`src/timer16_irq_pkg.sv`:
```
package timer16_irq_pkg;

  // three timers: index 0 is timer 1, index 1 is timer 3, index 2 is timer 4
  localparam int NUM_TIMERS = 3;
  localparam int T4_INDEX   = 2;

  // data-space offsets of the registers
  localparam logic [7:0] TIMER1_FLAGS_ADDR   = 8'h36;
  localparam logic [7:0] TIMER3_FLAGS_ADDR   = 8'h38;
  localparam logic [7:0] TIMER4_FLAGS_ADDR   = 8'h39;
  localparam logic [7:0] TIMER4_ENABLES_ADDR = 8'h72;

  // i/o-space accesses are data offset minus this, limited to 0x00..0x3f
  localparam logic [7:0] IO_SPACE_OFFSET = 8'h20;
  localparam logic [1:0] IO_RANGE_HIGH   = 2'h0;

  // reset values and implemented bits
  localparam logic [7:0] FLAGS_RESET   = 8'h00;
  localparam logic [7:0] ENABLES_RESET = 8'h00;
  localparam logic [7:0] FLAG_MASK     = 8'h27;
  localparam logic [7:0] ENABLE_MASK   = 8'h27;
  localparam logic [7:0] READ_IDLE     = 8'h00;

  // flag and enable bit positions
  localparam int CAPTURE_BIT   = 5;
  localparam int COMPARE_B_BIT = 2;
  localparam int COMPARE_A_BIT = 1;
  localparam int OVERFLOW_BIT  = 0;

  // waveform modes that matter to the flags
  localparam logic [3:0] MODE_NORMAL         = 4'h0;
  localparam logic [3:0] MODE_CTC_COMPARE    = 4'h4;
  localparam logic [3:0] MODE_PFC_CAPTURE    = 4'h8;
  localparam logic [3:0] MODE_PC_CAPTURE     = 4'ha;
  localparam logic [3:0] MODE_CTC_CAPTURE    = 4'hc;
  localparam logic [3:0] MODE_FAST_CAPTURE   = 4'he;

  // per-timer status coming from the counter logic
  typedef struct packed {
    logic        tick;
    logic        capture_event;
    logic        counter_at_top;
    logic        overflow_event;
    logic        mode_overflow_event;
    logic        force_compare_a_strobe;
    logic        force_compare_b_strobe;
    logic [3:0]  waveform_mode_field;
    logic [15:0] counter_value;
    logic [15:0] compare_a_register;
    logic [15:0] compare_b_register;
  } timer_status_s;

  // per-timer vector execution acknowledges
  typedef struct packed {
    logic capture;
    logic compare_b;
    logic compare_a;
    logic overflow;
  } vector_ack_s;

  // one core register access
  typedef struct packed {
    logic       rd;
    logic       wr;
    logic       io_space;
    logic [7:0] addr;
    logic [7:0] wdata;
  } core_access_s;

endpackage

```
`src/timer16_irq_flag_logic.sv`:
```
`timescale 1ns/1ps
module timer16_irq_flag_logic
  import timer16_irq_pkg::*;
(
  // clock and reset
  input  wire logic               mclk,
  input  wire logic               reset_n,
  // core register access
  input  wire core_access_s       core_access,
  output logic [7:0]              core_rdata,
  // global interrupt flag of the core
  input  wire logic               global_irq_enable,
  // timer status and vector acknowledges
  input  wire timer_status_s      timer_status [NUM_TIMERS],
  input  wire vector_ack_s        vector_ack   [NUM_TIMERS],
  // flag view and timer 4 requests
  output logic [7:0]              event_flags  [NUM_TIMERS],
  output logic                    t4_compare_a_irq,
  output logic                    t4_overflow_irq
);

  ////////////////////////////////////////////////////////////////////////////
  // address decode

  // returns one-hot hit on the flag registers for a data-space address
  function automatic logic [NUM_TIMERS-1:0] flag_hit(input logic [7:0] a);
    flag_hit = {a == TIMER4_FLAGS_ADDR, a == TIMER3_FLAGS_ADDR, a == TIMER1_FLAGS_ADDR};
  endfunction

  // modes that take the capture register as top
  function automatic logic capture_is_top(input logic [3:0] m);
    capture_is_top = (m == MODE_PFC_CAPTURE) || (m == MODE_PC_CAPTURE) ||
                     (m == MODE_CTC_CAPTURE) || (m == MODE_FAST_CAPTURE);
  endfunction

  logic [7:0]            data_addr;
  logic                  addr_valid;
  logic [NUM_TIMERS-1:0] hit;
  logic                  enables_hit;

  // io offset map
  // i/o accesses above 0x3f cannot exist on the core, so they are dropped
  always_comb begin
    data_addr   = core_access.io_space ? core_access.addr + IO_SPACE_OFFSET : core_access.addr;
    addr_valid  = !core_access.io_space || (core_access.addr[7:6] == IO_RANGE_HIGH);
    hit         = addr_valid ? flag_hit(data_addr) : '0;
    enables_hit = addr_valid && (data_addr == TIMER4_ENABLES_ADDR);
  end

  ////////////////////////////////////////////////////////////////////////////
  // flag registers, one per timer

  logic [7:0] flags_reg [NUM_TIMERS];
  logic [7:0] set_vec   [NUM_TIMERS];
  logic [7:0] clr_vec   [NUM_TIMERS];

  genvar gi;
  generate
    for (gi = 0; gi < NUM_TIMERS; gi++) begin : g_timer
      logic       pend_a_reg;
      logic       pend_a_next;
      logic       pend_b_reg;
      logic       pend_b_next;
      logic       top_mode;
      logic [7:0] flags_next;

      // next values of the compare pending bits and the flags
      always_comb begin
        top_mode = capture_is_top(timer_status[gi].waveform_mode_field);
        // compare-a delay
        // a match seen at one tick is held until the next tick sets the flag
        pend_a_next = timer_status[gi].tick ?
                      (timer_status[gi].counter_value == timer_status[gi].compare_a_register) :
                      pend_a_reg;
        pend_b_next = timer_status[gi].tick ?
                      (timer_status[gi].counter_value == timer_status[gi].compare_b_register) :
                      pend_b_reg;
        set_vec[gi] = FLAGS_RESET;
        // force ignored
        // the forced strobes act on the waveform only and never reach set_vec
        set_vec[gi][COMPARE_A_BIT] = timer_status[gi].tick && pend_a_reg;
        set_vec[gi][COMPARE_B_BIT] = timer_status[gi].tick && pend_b_reg;
        set_vec[gi][CAPTURE_BIT] = top_mode ? timer_status[gi].counter_at_top :
                                              timer_status[gi].capture_event;
        if ((timer_status[gi].waveform_mode_field == MODE_NORMAL) ||
            (timer_status[gi].waveform_mode_field == MODE_CTC_COMPARE)) begin
          set_vec[gi][OVERFLOW_BIT] = timer_status[gi].overflow_event;
        end else begin
          set_vec[gi][OVERFLOW_BIT] = timer_status[gi].mode_overflow_event;
        end
        clr_vec[gi] = FLAGS_RESET;
        if (core_access.wr && hit[gi]) begin
          clr_vec[gi] = core_access.wdata & FLAG_MASK;
        end
        clr_vec[gi][CAPTURE_BIT]   = clr_vec[gi][CAPTURE_BIT]   | vector_ack[gi].capture;
        clr_vec[gi][COMPARE_B_BIT] = clr_vec[gi][COMPARE_B_BIT] | vector_ack[gi].compare_b;
        clr_vec[gi][COMPARE_A_BIT] = clr_vec[gi][COMPARE_A_BIT] | vector_ack[gi].compare_a;
        clr_vec[gi][OVERFLOW_BIT]  = clr_vec[gi][OVERFLOW_BIT]  | vector_ack[gi].overflow;
        flags_next = ((flags_reg[gi] & ~clr_vec[gi]) | set_vec[gi]) & FLAG_MASK;
      end

      always_ff @(posedge mclk or negedge reset_n) begin
        if (!reset_n) begin
          flags_reg[gi] <= FLAGS_RESET;
          pend_a_reg    <= 1'b0;
          pend_b_reg    <= 1'b0;
        end else begin
          flags_reg[gi] <= flags_next;
          pend_a_reg    <= pend_a_next;
          pend_b_reg    <= pend_b_next;
        end
      end

      assign event_flags[gi] = flags_reg[gi];

    end
  endgenerate

  ////////////////////////////////////////////////////////////////////////////
  // timer 4 enables, read data and requests

  logic [7:0] enables_reg;
  logic [7:0] enables_next;
  logic [7:0] rdata_reg;
  logic [7:0] rdata_next;
  logic       cmpa_irq_reg;
  logic       cmpa_irq_next;
  logic       ovf_irq_reg;
  logic       ovf_irq_next;

  // register writes, reads and request gating
  always_comb begin
    enables_next = enables_reg;
    if (core_access.wr && enables_hit) begin
      enables_next = core_access.wdata & ENABLE_MASK;
    end
    // unmapped reads return zero so software sees no stale bus value
    rdata_next = READ_IDLE;
    if (core_access.rd) begin
      for (int k = 0; k < NUM_TIMERS; k++) begin
        if (hit[k]) begin
          rdata_next = flags_reg[k];
        end
      end
      if (enables_hit) begin
        rdata_next = enables_reg;
      end
    end
    cmpa_irq_next = enables_reg[COMPARE_A_BIT] && global_irq_enable &&
                    flags_reg[T4_INDEX][COMPARE_A_BIT];
    ovf_irq_next  = enables_reg[OVERFLOW_BIT] && global_irq_enable &&
                    flags_reg[T4_INDEX][OVERFLOW_BIT];
  end

  // registered so that every output comes from a flop, at one cycle of latency
  always_ff @(posedge mclk or negedge reset_n) begin
    if (!reset_n) begin
      enables_reg  <= ENABLES_RESET;
      rdata_reg    <= READ_IDLE;
      cmpa_irq_reg <= 1'b0;
      ovf_irq_reg  <= 1'b0;
    end else begin
      enables_reg  <= enables_next;
      rdata_reg    <= rdata_next;
      cmpa_irq_reg <= cmpa_irq_next;
      ovf_irq_reg  <= ovf_irq_next;
    end
  end

  assign core_rdata       = rdata_reg;
  assign t4_compare_a_irq = cmpa_irq_reg;
  assign t4_overflow_irq  = ovf_irq_reg;
endmodule

```
`config.mk`:
```
export PLATFORM = sky130hd
export DESIGN_NAME = timer16_irq_flag_logic
export DESIGN_NICKNAME = d
export VERILOG_FILES = /design/src/timer16_irq_pkg.sv /design/src/timer16_irq_flag_logic.sv
export SDC_FILE = /design/constraint.sdc
export NUM_CORES = 1
export LEC_CHECK = 0
export BUFFER_PORTS_ARGS = -buffer_cell sky130_fd_sc_hd__buf_2
export CAP_MARGIN = 20
export CORE_ASPECT_RATIO = 1.1
export CORE_UTILIZATION = 30
export CTS_CLUSTER_SIZE = 12
export DETAILED_ROUTE_END_ITERATION = 10
export GPL_TIMING_DRIVEN = 0
export PLACE_DENSITY_LB_ADDON = 0.05
export SLEW_MARGIN = 10
export SYNTH_ARGS = -nofsm -noshare
export SYNTH_HDL_FRONTEND = slang
export SYNTH_SLANG_ARGS = --single-unit
```
`constraint.sdc`:
```
create_clock -name mclk -period 1.8 [get_ports mclk]
set_input_delay 0 -clock mclk [delete_from_list [all_inputs] [get_ports mclk]]
set_output_delay 0 -clock mclk [all_outputs]
set_load 0.03 [all_outputs]
```
# Word level (Yosys, flattened, before mapping)
# Index checks and enable logic that the tools add are counted.
[totals]
register_bits = 32
[classes]
add_sub_neg = 1
n_eq_ne = 25
mux = 16
bitwise = 21
n_reduce_logical = 33
[op_table]
columns = ["op", "n"]
rows = [
  ["$eq 16x16->1", 6],
  ["$eq 4x4->1 const B", 12],
  ["$mux 6", 7],
  ["$eq 8x6->1 const B", 3],
  ["$and 6x6->6", 3],
  ["$not 6->6", 3],
  ["$or 6x6->6", 3],
  ["$mux 8", 2],
  ["$logic_and 1x1->1", 15],
  ["$logic_or 1x1->1", 13],
  ["$eq 4x3->1 const B", 3],
  ["$logic_not 4->1", 3],
  ["$or 1x1->1", 12],
  ["$add 8x6->8 const B", 1],
  ["$eq 8x7->1 const B", 1],
  ["$mux 1", 6],
  ["$mux 3", 1],
  ["$logic_not 2->1", 1],
  ["$logic_not 1->1", 1],
]

# Depth between registers and ports, before layout
# Gate-level depths: netlist of the first run.
[depth]
depth_word = 10
mapped_depth = 5
depth_no_buf = 5

# Least setup slack after synthesis of the first run
# No wires, ideal clock.
[synth_path]
path_type = "input to register"
startpoint = "input core_access[8] (netlist bit)"
endpoint = "register enables_reg[0]"
arrival_time_ns = 1.715
required_ns = 1.675
setup_slack_ns = -0.040
stages = 5
path_buffers = 1
path_cell_list = "buf_6 or3b_1 or4b_4 and4bb_4 mux2_4"
[synth_via]
elab_chain_cells = 5
[synth_rtl]
columns = ["item", "line_no", "source"]
rows = [
  ["from (decl)", "timer16_irq_flag_logic.sv:9", "input wire core_access_s core_access,"],
  ["$add 8x6->8", "timer16_irq_flag_logic.sv:44", "data_addr = core_access.io_space ? core_access.addr + IO_SPACE_OFFSET : core_access.addr;"],
  ["$mux 8 *", "timer16_irq_flag_logic.sv:44", ""],
  ["$eq 8x7->1 *", "timer16_irq_flag_logic.sv:47", "enables_hit = addr_valid && (data_addr == TIMER4_ENABLES_ADDR);"],
  ["$logic_and 1x1->1 *", "timer16_irq_flag_logic.sv:47", ""],
  ["$logic_and 1x1->1 *", "timer16_irq_flag_logic.sv:134", "if (core_access.wr && enables_hit) begin"],
  ["to (signal assigned)", "timer16_irq_flag_logic.sv:163", "enables_reg <= enables_next;"],
  ["to (decl)", "timer16_irq_flag_logic.sv:122", "logic [7:0] enables_reg;"],
]
# Every way passes the cells marked *; elsewhere a longest branch is shown, timed or not.
# A chain may end at the register's enable or synchronous reset.

# Worst setup path after layout of the first run
[layout_path]
startpoint = "input core_access[14] (netlist bit)"
endpoint = "register enables_reg[5]"
[layout_via]
elab_chain_cells = 5
word_cells_on_any_way = 7
cone_classes = "add/sub: 1; eq/ne: 1; mux: 1; reduce/logical: 4"
[layout_rtl]
columns = ["item", "line_no"]
rows = [
  ["$add 8x6->8", "timer16_irq_flag_logic.sv:44"],
  ["$mux 8", "timer16_irq_flag_logic.sv:44"],
  ["$eq 8x7->1", "timer16_irq_flag_logic.sv:47"],
  ["$logic_and 1x1->1 *", "timer16_irq_flag_logic.sv:47"],
  ["$logic_and 1x1->1 *", "timer16_irq_flag_logic.sv:134"],
]
# Marks and branches as above.

==> tab_implementation.tex, run 1 <==
\begin{tabular}{lr}
\hline
Metric & Value \\
\hline
\multicolumn{2}{l}{\textbf{Clocking}} \\
Worst-case clock buffer depth & 2 \\
Clock tree from TritonCTS & yes \\
CTS Root Cell & sky130\_fd\_sc\_hd\_\_clkbuf\_8 \\
Worst-Skew Late Latency & around 0.27 ns \\
Setup repair bufs after CTS & 0 \\
CTS H-Tree Depth & 1 \\
Clock buffer count from CTS & 3 \\
Sink count of the clock tree & 28 \\
Clk slew on worst S/H paths & around 0.10 ns \\
\multicolumn{2}{l}{\textbf{Timing}} \\
RSZ-0062 raised after global routing & no \\
Fin. max-slew vios & 0 \\
Relative slew slack & 39.4\% \\
Setup Total Neg Slack & 0 ns \\
Fmax achieved & 0.589 GHz \\
Final critical-path required period & $\sim$1.7 ns \\
Final clock period utilization by the worst path & a little over nine tenths \\
Final hold violation count & 0 \\
Final setup skew & 0.00168 ns \\
Setup violators final & 0 \\
Actual slew at the worst max-slew pin & 0.897 ns \\
\multicolumn{2}{l}{\textbf{Drt}} \\
Iter 0 DRT Violations & 88 \\
Detail Route Antenna Nets & 0 \\
Count of vias placed by the detailed router & approximately 3000 \\
Detailed-router iteration count before antenna repair & 4 \\
Routed via count divided by cell count & about 4.5 \\
DRT Wirelength & 8.52 mm \\
Average detailed-routed wire length per instance & around 13 µm \\
DRC & 0 \\
\multicolumn{2}{l}{\textbf{Pwr}} \\
Leakage Power & just over 2 nW \\
Total power density per cell area & $\sim$450 mW/mm² \\
Peak supply drop & 0.000258 V \\
Overall Power & approximately 2.0 mW \\
\multicolumn{2}{l}{\textbf{Logic synthesis}} \\
Post-Syn Area & between 0.002 and 0.003 mm² \\
Number of cells produced by synthesis & between 200 and 300 \\
Cells taking the most area after synthesis & sky130\_fd\_sc\_hd\_\_xnor2\_1 32\%, sky130\_fd\_sc\_hd\_\_dfrtp\_1 26\%, sky130\_fd\_sc\_hd\_\_nand4\_1 5.6\% \\
Sequential share of the synthesized area & a little over a quarter \\
Post-synth top area cell & sky130\_fd\_sc\_hd\_\_xnor2\_1 \\
Area fraction of the dominant cell type after synthesis & a little under a third \\
Warnings, synthesis & 0 \\
Number of distinct library cell variants in the gate-level netlist after synthesis & 33 \\
Flip-flop and latch count after synthesis & 28 \\
Average size of a mapped cell & 9.45 µm² \\
\multicolumn{2}{l}{\textbf{Finish}} \\
Design Area, Final & around 0.0043 mm² \\
Footprint of the multi-input gates & between 0.0015 and 0.002 mm² \\
Flip-flop count of the largest register, all copies and words added & 12 \\
Number of diodes & 0 \\
Fill cell count & roughly 860 \\
NumNets Final & 760 \\
Layout cells sized above 1 & around 46\% \\
Synthesis-to-layout area growth & 61.1\% \\
Core occupancy in the finished layout & around half \\
Seq. cell area & about 700 µm² \\
\multicolumn{2}{l}{\textbf{Global route}} \\
Global-route wire length before repair & roughly 13 mm \\
Antenna violations before repair & 0 \\
Overflow left after global routing & 0 \\
Pin count of the biggest net entering global routing & 29 \\
GR Util All Layers & roughly 17\% \\
Number of global-route vias before repair & roughly 3000 \\
\multicolumn{2}{l}{\textbf{Setup path}} \\
Type of the worst setup path & primary input to flip-flop \\
Crit path from & core\_access[14] \\
Arrival time at the worst endpoint & 1.86 ns \\
Worst EP required & roughly 2.0 ns \\
Setup crit end & enables\_reg[5] \\
Endpoint kind of the worst setup timing path & flip-flop \\
Worst r2r path cells & 4 \\
Worst r2r src & event\_flags[21] \\
Critical Path Fanout Max & 6 \\
Startpoint types & primary input \\
Capture instance of the worst register-to-register path & core\_rdata[5] \\
R2R Setup Slk & slightly below 0.6 ns \\
\multicolumn{2}{l}{\textbf{Min path}} \\
Classification of the worst-slack hold path & primary input to flip-flop \\
\multicolumn{2}{l}{\textbf{Die}} \\
Floorplan Core Area & 0.00854 mm² \\
Ports placed on the boundary & 245 \\
Die area & about 0.0094 mm² \\
Die height & 101 µm \\
Die outline width & approximately 92 µm \\
Std-Cell Rows & 35 \\
Initial Util & about a third \\
\multicolumn{2}{l}{\textbf{Run status}} \\
Result of the run & complete, no violations \\
\multicolumn{2}{l}{\textbf{Place}} \\
IO buf count & 214 \\
Last weighted congestion value of the routability-driven placer & 0.824 \\
HPWL after DPL & 7.51 mm \\
Placement-stage cell area & just under 0.004 mm² \\
\multicolumn{2}{l}{\textbf{Run}} \\
Maximum Capacitance Violations & 0 \\
\hline
\end{tabular}
-- cells in the final DEF (no fill, tap or decap), types with 8 or more instances in the layout --
master                          synthesis  layout
sky130_fd_sc_hd__buf_2                  0     214
sky130_fd_sc_hd__mux2i_1                8       8
sky130_fd_sc_hd__conb_1                 1      16
sky130_fd_sc_hd__xnor2_1               97      97
sky130_fd_sc_hd__buf_4                 16      16
sky130_fd_sc_hd__o21ai_0                8       8
sky130_fd_sc_hd__dlygate4sd3_1          0      29
sky130_fd_sc_hd__dfrtp_1               28      28
sky130_fd_sc_hd__a32oi_1                9       9
sky130_fd_sc_hd__mux2_2                10      10
sky130_fd_sc_hd__nand2_1               19      19
sky130_fd_sc_hd__nand4_1               24      24
sky130_fd_sc_hd__inv_1                 13      13
-- through the flow --
| stage | hold slack (ns) | setup WS [ns] | std cells |
|---|---|---|---|
| 2_1_floorplan | -0.296 | -0.00399 | 300 |
| 3_3_place_gp | 0.0696 | -0.221 | 625 |
| 3_5_place_dp | 0.0670 | -0.242 | 625 |
| 4_1_cts | 0.00146 | 0.0547 | 658 |
| 5_1_grt | 0.00115 | 0.0233 | 658 |
| 6_report | 0.000180 | 0.103 | 658 |
-- worst min-delay path by stage --
| stage | startpoint | endpoint | slack, ns | cells after the start |
|---|---|---|---|---|
| 4_1_cts | vector_ack[7] | event_flags[13] | 0.001 | 4 |
| 6_report | vector_ack[7] | event_flags[13] | 0.0002 | 4 |
| 2_1_floorplan | reset_n | core_rdata[0] | -0.30 | 0 |
| 3_5_place_dp | reset_n | event_flags[21] | 0.07 | 1 |
| 5_1_grt | timer_status[169] | event_flags[21] | 0.001 | 3 |
| 3_3_place_gp | reset_n | event_flags[21] | 0.07 | 1 |
-- routing by layer --
metal,up-vias,track usage [%],share of wire [%]
met3,6,2.85,5.6
li1,1521,-,-
met4,0,3.73,0.74
met5,-,0,0
met1,1331,18.2,38
met2,115,34.7,55
-- cells in the mapped netlist --
| master | count |
|---|---|
| sky130_fd_sc_hd__xnor2_1 | 97 |
| sky130_fd_sc_hd__dfrtp_1 | 28 |
| sky130_fd_sc_hd__nand4_1 | 24 |
| sky130_fd_sc_hd__nand2_1 | 19 |
| sky130_fd_sc_hd__buf_4 | 16 |
| sky130_fd_sc_hd__inv_1 | 13 |
| sky130_fd_sc_hd__mux2_2 | 10 |
| sky130_fd_sc_hd__a32oi_1 | 9 |
| sky130_fd_sc_hd__mux2i_1 | 8 |
| sky130_fd_sc_hd__o21ai_0 | 8 |
| sky130_fd_sc_hd__nand3b_1 | 6 |
| sky130_fd_sc_hd__nor4_1 | 6 |
| sky130_fd_sc_hd__mux2_4 | 4 |
| sky130_fd_sc_hd__nand2b_1 | 4 |
| sky130_fd_sc_hd__o2111a_1 | 4 |
| sky130_fd_sc_hd__o22ai_1 | 4 |
| sky130_fd_sc_hd__nor3_1 | 3 |
| sky130_fd_sc_hd__nor4b_1 | 3 |
| sky130_fd_sc_hd__o211ai_1 | 3 |
| sky130_fd_sc_hd__and3_1 | 2 |
| sky130_fd_sc_hd__o311ai_0 | 2 |
| sky130_fd_sc_hd__a31oi_1 | 1 |
| sky130_fd_sc_hd__and4bb_4 | 1 |
| sky130_fd_sc_hd__buf_6 | 1 |
| sky130_fd_sc_hd__clkbuf_1 | 1 |
| sky130_fd_sc_hd__conb_1 | 1 |
| sky130_fd_sc_hd__ha_1 | 1 |
| sky130_fd_sc_hd__nor2b_1 | 1 |
| sky130_fd_sc_hd__nor3b_1 | 1 |
| sky130_fd_sc_hd__nor4bb_1 | 1 |
| sky130_fd_sc_hd__o311ai_1 | 1 |
| sky130_fd_sc_hd__or3b_1 | 1 |
| sky130_fd_sc_hd__or4b_4 | 1 |
-- power by group --
part	internal, mW	switching [mW]
Combinational	0.434	0.352
Sequential	0.645	0.0191
Clock	0.298	0.203
-- worst max-delay path, stage by stage --
cell and delay, ns:
sky130_fd_sc_hd__buf_2 0.12, sky130_fd_sc_hd__ha_1 0.28, sky130_fd_sc_hd__mux2i_1 0.19, sky130_fd_sc_hd__or4b_4 0.57, sky130_fd_sc_hd__and4bb_4 0.39, sky130_fd_sc_hd__mux2_4 0.31
-- logic make-up (layout without fill, tap and decap cells) --
family / after synthesis / count (layout) / share of synthesized area [%]
xor gates and xnor gates: 97 / 97 / 31.6
other: 1 / 16 / 0.139
adders and majority gates: 1 / 1 / 0.465
and+or+nand+nor: 73 / 73 / 16.5
DFF: 28 / 28 / 26.0
AOI/OAI and AO/OA: 32 / 32 / 9.06
muxes: 22 / 22 / 9.39
buffers and inverters: 31 / 278 / 6.83
-- final cells by class --
class                   instances  area share, %
inverters                      13           1.13
multi-input cells             241           43.3
clock buffers                   3          0.952
well taps                     111           3.20
plain buffers                  18           3.20
clock inverters                 1          0.692
repair buffers                243           31.4
flip-flops and latches         28           16.2
-- repair_timing --
action,4_1_cts,5_1_grt
endpoints found under the hold margin,50,0
hold buffers,29,0
setup endpoints to repair,0,6
resized for setup,0,2
Power figures use the tool's default switching activity.
==> run 2: changes to the inputs <==
--- a/config.mk
+++ b/config.mk
@@ -5,6 +5,7 @@
 export SDC_FILE = /design/constraint.sdc
 export NUM_CORES = 1
 export LEC_CHECK = 0
+export ABC_AREA = 1
 export BUFFER_PORTS_ARGS = -buffer_cell sky130_fd_sc_hd__buf_2
 export CAP_MARGIN = 20
 export CORE_ASPECT_RATIO = 1.1
==> tab_implementation.tex, run 2 <==
\begin{tabular}{lr}
\hline
Metric & Value \\
\hline
\multicolumn{2}{l}{\textbf{Run status}} \\
Result of the run & complete, no violations \\
\multicolumn{2}{l}{\textbf{Logic synthesis}} \\
Count leader, synth & sky130\_fd\_sc\_hd\_\_nand2\_1 \\
Number of distinct library cell variants in the gate-level netlist after synthesis & 26 \\
Dominant register cell in the synthesized netlist & sky130\_fd\_sc\_hd\_\_dfrtp\_1 \\
Number of cells produced by synthesis & 483 \\
Average size of a mapped cell & around 6.1 µm² \\
Area fraction of the dominant cell type after synthesis & a little under a quarter \\
Post-Syn Area & approximately 0.0029 mm² \\
Synth async-reset ratio & 100\% \\
Count of flip-flops with a built-in enable after synthesis & 0 \\
Cells taking the most area after synthesis & sky130\_fd\_sc\_hd\_\_dfrtp\_1 24\%, sky130\_fd\_sc\_hd\_\_nand2\_1 18\%, sky130\_fd\_sc\_hd\_\_xnor2\_1 10\% \\
Flip-flop and latch count after synthesis & 28 \\
Post-synth top area cell & sky130\_fd\_sc\_hd\_\_dfrtp\_1 \\
Most frequent cells after synthesis & 142 x sky130\_fd\_sc\_hd\_\_nand2\_1, 72 x sky130\_fd\_sc\_hd\_\_inv\_1, 64 x sky130\_fd\_sc\_hd\_\_nor2\_1, 35 x sky130\_fd\_sc\_hd\_\_xnor2\_1, 31 x sky130\_fd\_sc\_hd\_\_nand3\_1 \\
Warnings, synthesis & 0 \\
Sequential share of the synthesized area & a little under a quarter \\
\multicolumn{2}{l}{\textbf{Clocking}} \\
Worst-case clock buffer depth & 2 \\
CTS H-Tree Depth & 1 \\
Clock buffer count from CTS & 3 \\
Clk slew on worst S/H paths & 0.09 ns \\
CTS Root Cell & sky130\_fd\_sc\_hd\_\_clkbuf\_8 \\
Sink count of the clock tree & 28 \\
Clock tree from TritonCTS & yes \\
Worst-Skew Late Latency & between 0.2 and 0.3 ns \\
\multicolumn{2}{l}{\textbf{Die}} \\
Die height & approximately 110 µm \\
Die area & roughly 0.01 mm² \\
Floorplan Core Area & between 0.009 and 0.01 mm² \\
Initial Util & a little under a third \\
Std-Cell Rows & 37 \\
Die outline width & 96.5 µm \\
Ports placed on the boundary & 245 \\
\multicolumn{2}{l}{\textbf{Finish}} \\
Number of diodes & 0 \\
Flip-flop count of the largest register, all copies and words added & 12 \\
Core occupancy in the finished layout & roughly 48\% \\
Synthesis-to-layout area growth & 54.8\% \\
Design Area, Final & about 0.0046 mm² \\
Commonest cells after routing, fill and taps aside & 216 x sky130\_fd\_sc\_hd\_\_buf\_2, 141 x sky130\_fd\_sc\_hd\_\_nand2\_1, 72 x sky130\_fd\_sc\_hd\_\_inv\_1, 64 x sky130\_fd\_sc\_hd\_\_nor2\_1, 35 x sky130\_fd\_sc\_hd\_\_xnor2\_1 \\
Leading cell type in the layout, fill and taps excluded & sky130\_fd\_sc\_hd\_\_buf\_2 \\
Layout cells sized above 1 & about a third \\
NumNets Final & between 900 and 1000 \\
\multicolumn{2}{l}{\textbf{Timing}} \\
Setup violators final & 0 \\
Final clock period utilization by the worst path & $\sim$93\% \\
Fin. max-slew vios & 0 \\
Final setup skew & 0.00390 ns \\
Fmax achieved & between 0.5 and 0.6 GHz \\
Relative slew slack & 55.5\% \\
Final critical-path required period & about 1.7 ns \\
Final hold violation count & 0 \\
Fin worst setup slack & between 0.1 and 0.15 ns \\
Actual slew at the worst max-slew pin & 0.667 ns \\
\multicolumn{2}{l}{\textbf{Place}} \\
Pre-CTS setup slack & between 0.3 and 0.4 ns \\
IO buf count & about 220 \\
Placement-stage cell area & roughly 0.0042 mm² \\
Last weighted congestion value of the routability-driven placer & approximately 0.83 \\
HPWL after DPL & 7.79 mm \\
\multicolumn{2}{l}{\textbf{Min path}} \\
Hold Crit Start & timer\_status[57] \\
Classification of the worst-slack hold path & primary input to flip-flop \\
\multicolumn{2}{l}{\textbf{Drt}} \\
DRT Wirelength & $\sim$9 mm \\
Detail Route Antenna Nets & 0 \\
Average detailed-routed wire length per instance & roughly 11 µm \\
Count of vias placed by the detailed router & 3725 \\
Detailed-router iteration count before antenna repair & 7 \\
Iter 0 DRT Violations & 69 \\
Routed via count divided by cell count & around 4.3 \\
DRC & 0 \\
\multicolumn{2}{l}{\textbf{Setup path}} \\
Crit path from & core\_access[13] \\
Type of the worst setup path & primary input to flip-flop \\
R2R Setup Slk & about 0.49 ns \\
Endpoint kind of the worst setup timing path & flip-flop \\
Setup crit end & event\_flags[8] \\
Worst EP required & between 1.5 and 2 ns \\
Worst r2r src & event\_flags[0] \\
Arrival time at the worst endpoint & $\sim$1.8 ns \\
Startpoint types & primary input \\
Worst r2r path cells & 5 \\
Master of the slowest instance on the critical path & sky130\_fd\_sc\_hd\_\_dlygate4sd3\_1 \\
Critical Path Most Common Cell & sky130\_fd\_sc\_hd\_\_nand2\_1 \\
Cell-by-cell listing of the critical path & buf\_2 > ha\_1 > inv\_1 > nand2\_1 > nand2\_1 > nand3\_2 > nor2\_4 > nand2\_1 > nor2\_4 > nand2\_1 > nand2\_1 > nand2\_1 > dlygate4sd3\_1 \\
Critical Path Fanout Max & 6 \\
Max stage delay on crit path & $\sim$0.56 ns \\
Capture instance of the worst register-to-register path & event\_flags[0] \\
\multicolumn{2}{l}{\textbf{Global route}} \\
Overflow left after global routing & 0 \\
Number of global-route vias before repair & $\sim$3600 \\
GR peak layer & met2 \\
Global-route met2 utilization & approximately 33\% \\
Antenna violations before repair & 1 \\
Global-route wire length before repair & between 10 and 15 mm \\
GR Util All Layers & 17.3\% \\
Pin count of the biggest net entering global routing & 29 \\
GRT met1 Usage & about 20\% \\
Met3 Use GR & 2.00\% \\
\multicolumn{2}{l}{\textbf{Pwr}} \\
Total power density per cell area & about 390 mW/mm² \\
Internal power summed over all cells & 1.18 mW \\
Net switching share of the total power & $\sim$34\% \\
Net Switching & approximately 0.6 mW \\
Clock group share of total power & 19.3\% \\
Combinational share of power & around 43\% \\
Leakage Power & approximately 2.7 nW \\
Peak supply drop & between 0.0002 and 0.00025 V \\
Portion of total power attributed to sequential cells & a little under two fifths \\
\multicolumn{2}{l}{\textbf{Run}} \\
Maximum Capacitance Violations & 0 \\
\hline
\end{tabular}
-- run 2: cells by family (layout without fill, tap and decap cells) --
logic type	Yosys count	after routing	share of synthesized area [%]
compound gates	43	43	8.07
buf+inv	90	336	13.8
flops	28	28	23.8
simple gates	267	267	37.8
xor+xnor	48	48	14.3
other cells	1	16	0.127
fa+ha+maj	1	1	0.425
mux	5	5	1.70
-- run 2: timing repair --
item,4_1_cts,5_1_grt
buffers inserted,0,1
endpoints found under the hold margin,46,0
setup endpoints to repair,0,9
hold buffers,30,0
gates resized for setup,0,4
-- run 2: worst min-delay path by stage --
stage                            to  cells past startpoint  slack, ns
floorplan             core_rdata[0]                      0      -0.30
global placement    event_flags[13]                      1       0.06
detailed placement    core_rdata[5]                      1       0.08
CTS                  event_flags[5]                      3      0.008
global route         enables_reg[0]                      3       0.04
finish               event_flags[5]                      3       0.01
-- run 2: cell type report --
class	count	area [µm²]
fill	1033	4880
multi-input combinational	380	1910
timing repair buffer	243	1350
sequential	28	701
inverter	72	270
tap	117	146
buffer	18	136
clock buffer	3	41.3
-- run 2: metrics by stage --
step	TNS [ns]	total power, mW	hold slack, ns	std cells
6_report	0	1.77	0.0141	861
5_1_grt	-0.00346	1.91	0.0405	861
4_1_cts	0	1.81	0.00835	863
3_5_place_dp	0	1.40	0.0758	830
3_3_place_gp	0	1.39	0.0629	830
2_1_floorplan	0	1.06	-0.296	498
-- run 2: metal layers --
| metal | vias to the layer above | part of all wire, % |
|---|---|---|
| met5 | - | 0.11 |
| met4 | 2 | 0.52 |
| met3 | 6 | 6.7 |
| met2 | 139 | 51 |
| met1 | 1586 | 42 |
| li1 | 1992 | - |
-- run 2: worst max-delay path: cells and delay by family --
kind	cells	cell delay [ns]
and+or+nand+nor	9	0.82
buffers and inverters	3	0.72
adders and majority gates	1	0.28
-- run 2: power by group through the flow --
stage	Sequential (mW)	Combinational (mW)	Clock, mW
3_3_place_gp	0.676	0.718	0
2_1_floorplan	0.700	0.356	0
6_report	0.664	0.768	0.342
5_1_grt	0.667	0.859	0.386
4_1_cts	0.664	0.776	0.366
3_5_place_dp	0.677	0.724	0
